**config.mk**
```make
export PLATFORM = sky130hd
export DESIGN_NAME = rpsco_top
export DESIGN_NICKNAME = d
export VERILOG_FILES = /design/src/hw/rpsco_pkg.sv /design/src/hw/rpsco_top.sv
export VERILOG_INCLUDE_DIRS = /design/src /design/src/hw
export SDC_FILE = /design/constraint.sdc
export NUM_CORES = 1
export LEC_CHECK = 0
export ABC_AREA = 1
export BUFFER_PORTS_ARGS = -buffer_cell sky130_fd_sc_hd__clkbuf_2
export CAP_MARGIN = 20
export CORE_UTILIZATION = 36
export DETAILED_ROUTE_END_ITERATION = 10
export GPL_TIMING_DRIVEN = 0
export PLACE_DENSITY = 0.79
export SYNTH_ARGS = -nofsm -noshare
export SYNTH_HDL_FRONTEND = slang
export SYNTH_SLANG_ARGS = --single-unit
```
**constraint.sdc**
```tcl
create_clock -name CLK_SYS -period 0.9 [get_ports CLK_SYS]
set_input_delay 0.225 -clock CLK_SYS [delete_from_list [all_inputs] [get_ports CLK_SYS]]
set_output_delay 0.225 -clock CLK_SYS [all_outputs]
set_load 0.1 [all_outputs]
```
**src/hw/rpsco_map.svh**
```systemverilog
// Constants for the receive parallel status and clock output block.
// Assumes inclusion by the package and the top module only.
`ifndef RPSCO_MAP_SVH
`define RPSCO_MAP_SVH
`define RPSCO_CHAR_W        10
`define RPSCO_STAT_W        3
`define RPSCO_COMMA_POS     7'h7c
`define RPSCO_COMMA_NEG     7'h03
`define RPSCO_COMMA_HI      9
`define RPSCO_COMMA_LO      3
`define RPSCO_SRC_RECOV     1'b0
`define RPSCO_SRC_REF       1'b1
`define RPSCO_RATE_FULL     1'b1
`define RPSCO_RATE_HALF     1'b0
`define RPSCO_STAT_RST      3'h0
`define RPSCO_STAT_COMMA    2
`define RPSCO_RAW_LOW_HI    1
`define RPSCO_RAW_LOW_LO    0
`define RPSCO_REF_HALF_RST  1'b0
`define RPSCO_DIV_RST       1'b0
`define RPSCO_HALF_RST      1'b0
`define RPSCO_CLK_P_RST     1'b0
`define RPSCO_CLK_N_RST     1'b1
`define RPSCO_RST_PULSE_NS  30
`define RPSCO_CLK_NS        40
`endif

```
**src/hw/rpsco_pkg.sv**
```systemverilog
// Types for the receive parallel status and clock output block.
// Assumes the constants header sits beside it.
`include "rpsco_map.svh"
package rpsco_pkg;
  typedef struct packed {
    logic       decode_en;
    logic [2:0] decoded_status;
    logic [9:0] raw_char;
  } rpsco_char_t;
  typedef struct packed {
    logic source_sel;
    logic rate_sel;
    logic ref_half;
  } rpsco_cfg_t;
  typedef enum logic [1:0] {
    RPSCO_PH_LOW  = 2'b01,
    RPSCO_PH_HIGH = 2'b10
  } rpsco_phase_t;
endpackage

```
**src/hw/rpsco_top.sv**
```systemverilog
// Receive status output register and interface clock generator for one channel.
// Assumes a character strobe from the receiver every system clock when present,
// and that the character and reference timing strobes are synchronous to CLK_SYS.
`timescale 1ns/10ps
`include "rpsco_map.svh"
module rpsco_top #(
  parameter int CHAR_W = `RPSCO_CHAR_W,
  parameter int STAT_W = `RPSCO_STAT_W
) (
  // Clock and reset.
  input  wire logic                 CLK_SYS,
  input  wire logic                 RST,
  // Timing strobes: recovered character tick and reference clock tick.
  input  wire logic                 RECOV_TICK,
  input  wire logic                 REF_TICK,
  // Configuration latches.
  input  wire rpsco_pkg::rpsco_cfg_t CFG_IN,
  input  wire logic                 CFG_LOAD,
  // Received character from the decoder.
  input  wire rpsco_pkg::rpsco_char_t CHAR_IN,
  // Outputs to the host.
  output logic [STAT_W-1:0]         RX_STATUS_OUT,
  output logic                      RX_IFACE_CLK_P,
  output logic                      RX_IFACE_CLK_N,
  output logic                      RX_IFACE_CLK_HALF
);

  rpsco_pkg::rpsco_cfg_t   cfg_q;
  rpsco_pkg::rpsco_phase_t phase_q;
  rpsco_pkg::rpsco_phase_t phase_d;
  logic                    tick;
  logic                    half_mode;
  logic                    div_q;
  logic                    edge_ok;
  logic [STAT_W-1:0]       stat_d;
  logic [STAT_W-1:0]       stat_q;
  logic                    comma;

  // latches reset
  // Configuration latches take their start values under reset.
  always_ff @(posedge CLK_SYS or posedge RST)
  begin
    if (RST)
    begin
      cfg_q.source_sel <= `RPSCO_SRC_RECOV;
      cfg_q.rate_sel   <= `RPSCO_RATE_FULL;
      cfg_q.ref_half   <= `RPSCO_REF_HALF_RST;
    end
    else if (CFG_LOAD)
    begin
      cfg_q <= CFG_IN;
    end
  end

  // clock selection
  // The source latch picks which tick times the outputs.
  assign tick = (cfg_q.source_sel == `RPSCO_SRC_RECOV) ? RECOV_TICK : REF_TICK;

  // reference rate override
  // Rate latch selects half-rate dual-edge mode unless a half-rate reference with source latch one forces
  // the interface clock to follow the reference directly.
  always_comb
  begin
    if (cfg_q.ref_half && cfg_q.source_sel == `RPSCO_SRC_REF)
      half_mode = 1'b0;
    else
      half_mode = (cfg_q.rate_sel == `RPSCO_RATE_HALF);
  end

  // buffered or divided
  // The divider toggles once per character; the half-rate clock is this divided wave.
  always_ff @(posedge CLK_SYS or posedge RST)
  begin
    if (RST)
      div_q <= `RPSCO_DIV_RST;
    else if (tick)
      div_q <= ~div_q;
  end

  // Phase is high in the cycle after each tick, as the full-rate clock is.
  always_comb
  begin
    phase_d = rpsco_pkg::RPSCO_PH_LOW;
    case (phase_q)
      rpsco_pkg::RPSCO_PH_LOW:  if (tick) phase_d = rpsco_pkg::RPSCO_PH_HIGH;
      rpsco_pkg::RPSCO_PH_HIGH: if (tick) phase_d = rpsco_pkg::RPSCO_PH_HIGH;
      default:                  phase_d = rpsco_pkg::RPSCO_PH_LOW;
    endcase
  end

  // full rate clock
  // Full rate: one high system cycle per character gives a character-rate clock.
  always_ff @(posedge CLK_SYS or posedge RST)
  begin
    if (RST)
      phase_q <= rpsco_pkg::RPSCO_PH_LOW;
    else
      phase_q <= phase_d;
  end

  // half rate clock
  // Outputs: true and complement clocks from flip-flops.
  always_ff @(posedge CLK_SYS or posedge RST)
  begin
    if (RST)
    begin
      RX_IFACE_CLK_P <= `RPSCO_CLK_P_RST;
      RX_IFACE_CLK_N <= `RPSCO_CLK_N_RST;
    end
    else if (half_mode)
    begin
      RX_IFACE_CLK_P <= tick ? ~div_q : div_q;
      RX_IFACE_CLK_N <= tick ? div_q : ~div_q;
    end
    else
    begin
      RX_IFACE_CLK_P <= tick;
      RX_IFACE_CLK_N <= ~tick;
    end
  end

  always_ff @(posedge CLK_SYS or posedge RST)
  begin
    if (RST)
      RX_IFACE_CLK_HALF <= `RPSCO_HALF_RST;
    else
      RX_IFACE_CLK_HALF <= half_mode;
  end

  // comma flag
  // Comma detection on the seven-bit comma field of the raw character.
  assign comma = (CHAR_IN.raw_char[`RPSCO_COMMA_HI:`RPSCO_COMMA_LO] == `RPSCO_COMMA_POS)
              || (CHAR_IN.raw_char[`RPSCO_COMMA_HI:`RPSCO_COMMA_LO] == `RPSCO_COMMA_NEG);

  always_comb
  begin
    if (CHAR_IN.decode_en)
      stat_d = CHAR_IN.decoded_status;
    else
      stat_d = {comma, CHAR_IN.raw_char[`RPSCO_RAW_LOW_HI:`RPSCO_RAW_LOW_LO]};
  end

  // status both edges
  // Status loads with each tick, which is the rising edge at full rate and alternates
  // rising and falling edges of the divided clock at half rate.
  assign edge_ok = tick;

  always_ff @(posedge CLK_SYS or posedge RST)
  begin
    if (RST)
      stat_q <= `RPSCO_STAT_RST;
    else if (edge_ok)
      stat_q <= stat_d;
  end

  assign RX_STATUS_OUT = stat_q;

  a_status_hold: assert property (@(posedge CLK_SYS) disable iff (RST)
    !$past(tick) |-> $stable(RX_STATUS_OUT))
    else $error("status changed without a clock edge");

  a_cfg_load: assert property (@(posedge CLK_SYS) disable iff (RST)
    CFG_LOAD |=> (cfg_q == $past(CFG_IN)))
    else $error("configuration latch not loaded");

  a_cfg_keep: assert property (@(posedge CLK_SYS) disable iff (RST)
    !CFG_LOAD |=> $stable(cfg_q))
    else $error("configuration latch changed without load");

  a_tick_recov: assert property (@(posedge CLK_SYS) disable iff (RST)
    (cfg_q.source_sel == `RPSCO_SRC_RECOV) |-> (tick == RECOV_TICK))
    else $error("recovered tick not selected");

  a_recov_pick: assert property (@(posedge CLK_SYS) disable iff (RST)
    (cfg_q.source_sel == `RPSCO_SRC_RECOV && !RECOV_TICK && !half_mode)
    |=> !RX_IFACE_CLK_P)
    else $error("unselected strobe reached the clock");

  a_tick_ref: assert property (@(posedge CLK_SYS) disable iff (RST)
    (cfg_q.source_sel == `RPSCO_SRC_REF) |-> (tick == REF_TICK))
    else $error("reference tick not selected");

  a_ref_pick: assert property (@(posedge CLK_SYS) disable iff (RST)
    (cfg_q.source_sel == `RPSCO_SRC_REF && !REF_TICK) |=> $stable(RX_STATUS_OUT))
    else $error("status moved without a reference tick");

  a_full_clock: assert property (@(posedge CLK_SYS) disable iff (RST)
    (!half_mode && tick) |=> (RX_IFACE_CLK_P && !RX_IFACE_CLK_N))
    else $error("full rate clock missing");

  a_full_low: assert property (@(posedge CLK_SYS) disable iff (RST)
    (!half_mode && !tick) |=> (!RX_IFACE_CLK_P && RX_IFACE_CLK_N))
    else $error("full rate clock high without a tick");

  a_full_phase: assert property (@(posedge CLK_SYS) disable iff (RST)
    !half_mode |=> (RX_IFACE_CLK_P == (phase_q == rpsco_pkg::RPSCO_PH_HIGH)))
    else $error("full rate clock out of phase");

  a_half_toggle: assert property (@(posedge CLK_SYS) disable iff (RST)
    ($past(half_mode) && half_mode && tick && $past(tick) == 1'b0)
    |=> (RX_IFACE_CLK_P != $past(RX_IFACE_CLK_P)))
    else $error("half rate clock did not toggle");

  a_half_still: assert property (@(posedge CLK_SYS) disable iff (RST)
    (half_mode && $past(half_mode) && !tick) |=> $stable(RX_IFACE_CLK_P))
    else $error("half rate clock moved without a tick");

  a_div_track: assert property (@(posedge CLK_SYS) disable iff (RST)
    $past(half_mode) |-> (RX_IFACE_CLK_P == div_q))
    else $error("half rate clock differs from divider");

  a_bypass_low: assert property (@(posedge CLK_SYS) disable iff (RST)
    (tick && !CHAR_IN.decode_en)
    |=> (RX_STATUS_OUT[`RPSCO_RAW_LOW_HI:`RPSCO_RAW_LOW_LO]
         == $past(CHAR_IN.raw_char[`RPSCO_RAW_LOW_HI:`RPSCO_RAW_LOW_LO])))
    else $error("bypass low bits wrong");

  a_bypass_comma: assert property (@(posedge CLK_SYS) disable iff (RST)
    (tick && !CHAR_IN.decode_en) |=> (RX_STATUS_OUT[`RPSCO_STAT_COMMA] == $past(comma)))
    else $error("comma flag wrong");

  a_comma_pos: assert property (@(posedge CLK_SYS) disable iff (RST)
    (tick && !CHAR_IN.decode_en
      && CHAR_IN.raw_char[`RPSCO_COMMA_HI:`RPSCO_COMMA_LO] == `RPSCO_COMMA_POS)
    |=> RX_STATUS_OUT[`RPSCO_STAT_COMMA])
    else $error("positive comma not flagged");

  a_comma_neg: assert property (@(posedge CLK_SYS) disable iff (RST)
    (tick && !CHAR_IN.decode_en
      && CHAR_IN.raw_char[`RPSCO_COMMA_HI:`RPSCO_COMMA_LO] == `RPSCO_COMMA_NEG)
    |=> RX_STATUS_OUT[`RPSCO_STAT_COMMA])
    else $error("negative comma not flagged");

  a_decoded_out: assert property (@(posedge CLK_SYS) disable iff (RST)
    (tick && CHAR_IN.decode_en) |=> (RX_STATUS_OUT == $past(CHAR_IN.decoded_status)))
    else $error("decoded status wrong");

  a_half_flag_on: assert property (@(posedge CLK_SYS) disable iff (RST)
    half_mode |=> RX_IFACE_CLK_HALF)
    else $error("half rate flag missing");

  a_half_flag_off: assert property (@(posedge CLK_SYS) disable iff (RST)
    !half_mode |=> !RX_IFACE_CLK_HALF)
    else $error("half rate flag stuck");

  a_full_ref: assert property (@(posedge CLK_SYS) disable iff (RST)
    !cfg_q.ref_half |-> (half_mode == (cfg_q.rate_sel == `RPSCO_RATE_HALF)))
    else $error("full rate reference ignores rate select");

  a_ref_override: assert property (@(posedge CLK_SYS) disable iff (RST)
    (cfg_q.ref_half && cfg_q.source_sel) |-> !half_mode)
    else $error("rate select not ignored");

  a_ref_follow: assert property (@(posedge CLK_SYS) disable iff (RST)
    (cfg_q.ref_half && cfg_q.source_sel == `RPSCO_SRC_REF && REF_TICK)
    |=> (RX_IFACE_CLK_P && !RX_IFACE_CLK_N))
    else $error("clock does not follow the reference");

  a_rate_kept: assert property (@(posedge CLK_SYS) disable iff (RST)
    (cfg_q.source_sel == `RPSCO_SRC_RECOV)
    |-> (half_mode == (cfg_q.rate_sel == `RPSCO_RATE_HALF)))
    else $error("rate select ignored");

  a_ref_rate: assert property (@(posedge CLK_SYS) disable iff (RST)
    (cfg_q.ref_half && cfg_q.source_sel == `RPSCO_SRC_RECOV)
    |-> (half_mode == (cfg_q.rate_sel == `RPSCO_RATE_HALF)))
    else $error("half rate reference ignores rate select");

  a_clock_pair: assert property (@(posedge CLK_SYS) disable iff (RST)
    RX_IFACE_CLK_P != RX_IFACE_CLK_N)
    else $error("interface clocks not complementary");

endmodule

```
==> reports/results.md <==
* finished with violations — run status
* negative setup slack — failing checks
* flop to output pin — Crit Path Class
* 1410 µm — final WL
* 0.740 — worst slew slack as a fraction of its limit
* 3 — total CTS buffers
* flop — critical path launch point type
* 870 µm² — Non-Filler Cell Area, Final
* 0.67 ns — critical path data required time
* 0 — Antenna Violating Nets Remaining
* 649 µm² — placed instance area
* 0.233 — global-route total usage across every layer
* 3 — number of instances on the worst hold path
* 0.488 — combinational share of power
* 0.519 — register area share after synthesis
* 1130 µV — Worst IR Drop VDD
* 494 — number of vias in the routed layout
* sky130_fd_sc_hd__dfrtp_1 — most area-hungry cell type in the Yosys netlist
* 1 — Crit path buffers/inverters
* 0.410 — starting density of the core
* 60 — synthesized netlist cell count
* 0 — antenna cells
* 78.7% — synth-to-layout area growth
* 760 MHz — Achievable Freq
* sky130_fd_sc_hd__dfrtp_1, sky130_fd_sc_hd__nand2_1, sky130_fd_sc_hd__dfstp_2, sky130_fd_sc_hd__inv_1, sky130_fd_sc_hd__nor2_1 — largest cells by area after synthesis
* 0 — antenna violations before repair
* 1 — number of DRC markers in iteration 0
* input port to flop — Hold Crit Class
* 1.46 — final worst-path cycle share
* 12 — final setup violation count
* 38.8 µm — die span in x
* 1190 µm² — area of the core region
* -0.416 ns — slack of the critical path
* 38.8 µm — height of the chip
* 0.390 ns — Worst-Margin Slew
* 0 — Synth warnings
* 0.63 ns — largest stage delay on the critical path
* 796 µm — Final HPWL DP
* 0.27 ns — clock latency on the worst-skew pair
* 28 — Ports
* sky130_fd_sc_hd__clkbuf_4 — library cell used as clock root buffer
* 87 — Layout fillers
* 1.09 ns — endpoint arrival time on the critical path
* 12 — number of core rows
* 0.338 — sequential share of power
* 0.175 — clock network fraction of design power
* 2190 µm — first-pass GRT wire length
* flip-flops — category of cells accounting for the largest share of critical-path delay
* 0.420 — Sw Share
* 0.000458 µW — leakage power summed over all cells
* 1 — crit-path max FO
* done — CTS tree
* 2 — clock buffer depth
* 13.1 µm — detail-routed net length per standard cell
* 487 µm² — Mapped Area
* cfg_q[2] — reg2reg start
* cfg_q[2] — Hold Crit Endpoint
* 1500 µm² — die area
* 0.00903 ns — Clock Skews
* 0 — DRC viols
* -2.26 ns — Post-Route Setup TNS
* 460 — vias in the first global route
* CFG_IN[2] — startpoint of the worst hold path
* 8.11 µm² — average cell area after synthesis
* true — RSZ-0062 raised after global routing
* 0 — max capacitance violation total
* sky130_fd_sc_hd__dfstp_4 — worst-path cell with the longest stage delay
* -0.21 ns — FF-to-FF setup slack
* 8 — cells on worst reg2reg path
* 82 — number of nets produced by synthesis
* output pin — Worst Setup End Kind
* 2150 nW/µm² — Power Dens Cells
* 11 — pin count of the biggest net entering global routing
* 0 — Overflow after GRT
* 0.658 — weighted congestion at the end of routability-driven global placement
* 4.57 — average vias per placed instance
* 0.07 ns — clock-pin slew on the worst setup and hold paths
* 15 — library cells used by synthesis
* 0 — final-report max-slew violation count
* 0.411 — area share of the largest cell type after synthesis
* 10 — post-synthesis sequential element count
* 1.32 ns — post-route minimum period
* 117 — Layout Nets
* RX_IFACE_CLK_P — worst r2r dst
* 1080 µW — P_int
* 0.585 — ratio of cells with drive above 1 in the final layout
* 784 µW — net switching component of the power
* 3 — drt first pass iters
* 0 — Final Hold Viols
* 1 — number of H-tree levels
* 26 — port bufs
* 10 — number of clock sinks
* clkbuf_16 — list of cells traversed by the critical path
==> cells in the mapped netlist, drive strengths merged <==
cell type and n:
dfrtp 8, nand2 22, inv 11, dfstp 2
a31oi 2, a21oi 1, or2 1, mux2 2
nand3 2, nor2 7, nor3 1, o21ai 1
==> sequential cells by signal, summed over array words and instances, names as in the netlist <==
name,cells
RX_STATUS_OUT,3
cfg_q,3
div_q,1
RX_IFACE_CLK_HALF,1
RX_IFACE_CLK_N,1
RX_IFACE_CLK_P,1
==> logic make-up (layout without fill, tap and decap cells) <==
group / Yosys count / after routing / share of synthesized area
buffers and inverters: 11 / 45 / 0.0848
flip-flops: 10 / 10 / 0.519
AND/OR/NAND/NOR: 33 / 33 / 0.303
AO/OA/AOI/OAI: 4 / 4 / 0.0462
multiplexers: 2 / 2 / 0.0463
==> worst min-delay path: stages <==
cell and delay (ns):
sky130_fd_sc_hd__clkbuf_2 0.07, sky130_fd_sc_hd__nand2_1 0.04, sky130_fd_sc_hd__o21ai_0 0.06
==> cell type report <==
class	instances	area (µm²)	area share
inverter	11	43.8	0.0504
multi-input combinational	39	230	0.265
clock buffer	4	26.3	0.0302
tap	14	17.5	0.0201
timing repair buffer	30	287	0.329
sequential	10	265	0.305
==> how the worst max path moves through the flow <==
stage | start | end | cells past startpoint
floorplan | RX_IFACE_CLK_N | RX_IFACE_CLK_N | 0
global placement | RX_IFACE_CLK_N | RX_IFACE_CLK_N | 1
detailed placement | RX_IFACE_CLK_N | RX_IFACE_CLK_N | 1
CTS | RX_IFACE_CLK_N | RX_IFACE_CLK_N | 1
global route | RX_IFACE_CLK_N | RX_IFACE_CLK_N | 1
finish | RX_IFACE_CLK_N | RX_IFACE_CLK_N | 1
==> power by group through the flow <==
| stage | clock network (µW) | registers (µW) | logic (µW) |
|---|---|---|---|
| 6_report | 326 | 631 | 910 |
| 5_1_grt | 344 | 642 | 948 |
| 4_1_cts | 330 | 616 | 861 |
| 3_5_place_dp | 0 | 597 | 628 |
| 3_3_place_gp | 0 | 593 | 618 |
| 2_1_floorplan | 0 | 966 | 136 |
==> cells in the final DEF, fill, tap and decap left out, types with 2 or more instances in the layout <==
cell,n
sky130_fd_sc_hd__clkbuf_2,20
sky130_fd_sc_hd__nand2_1,16
sky130_fd_sc_hd__inv_1,8
sky130_fd_sc_hd__clkbuf_16,6
sky130_fd_sc_hd__nor2_1,5
sky130_fd_sc_hd__dfrtp_2,4
sky130_fd_sc_hd__nand2_4,3
sky130_fd_sc_hd__nand2_2,3
sky130_fd_sc_hd__dfrtp_1,3
sky130_fd_sc_hd__clkbuf_4,3
sky130_fd_sc_hd__inv_2,2
sky130_fd_sc_hd__mux2_2,2
sky130_fd_sc_hd__buf_4,2
==> stage by stage <==
step	utilization	worst slack, ns	instances	hold WS, ns	total power, µW
after floorplan	-	-0.0846	60	0.0635	1100
after global placement	0.547	-0.348	100	0.193	1210
after detailed placement	0.547	-0.355	100	0.201	1230
after CTS	0.711	-0.408	108	0.175	1810
after global routing	0.733	-0.434	108	0.190	1930
final	0.733	-0.416	108	0.174	1870
==> routing by layer <==
| metal | global-route usage | part of all wire | routed length (µm) | up-vias |
|---|---|---|---|---|
| met2 | 0.404 | 0.53 | 754 | 17 |
| met1 | 0.245 | 0.39 | 556 | 224 |
| met5 | 0 | 0 | 0 | - |
| li1 | - | - | - | 251 |
| met4 | 0.0948 | 0.0071 | 10 | 0 |
| met3 | 0.0983 | 0.064 | 91 | 2 |
==> what timing repair did <==
| action | 4_1_cts | 5_1_grt |
|---|---|---|
| resized for setup | 22 | 7 |
| setup buffers | 3 | 0 |
| setup endpoints to repair | 11 | 12 |
| endpoints found under the hold margin | 8 | 0 |
| pin swaps | 3 | 2 |
| hold buffers | 1 | 0 |
(Power assumes the default switching activity.)
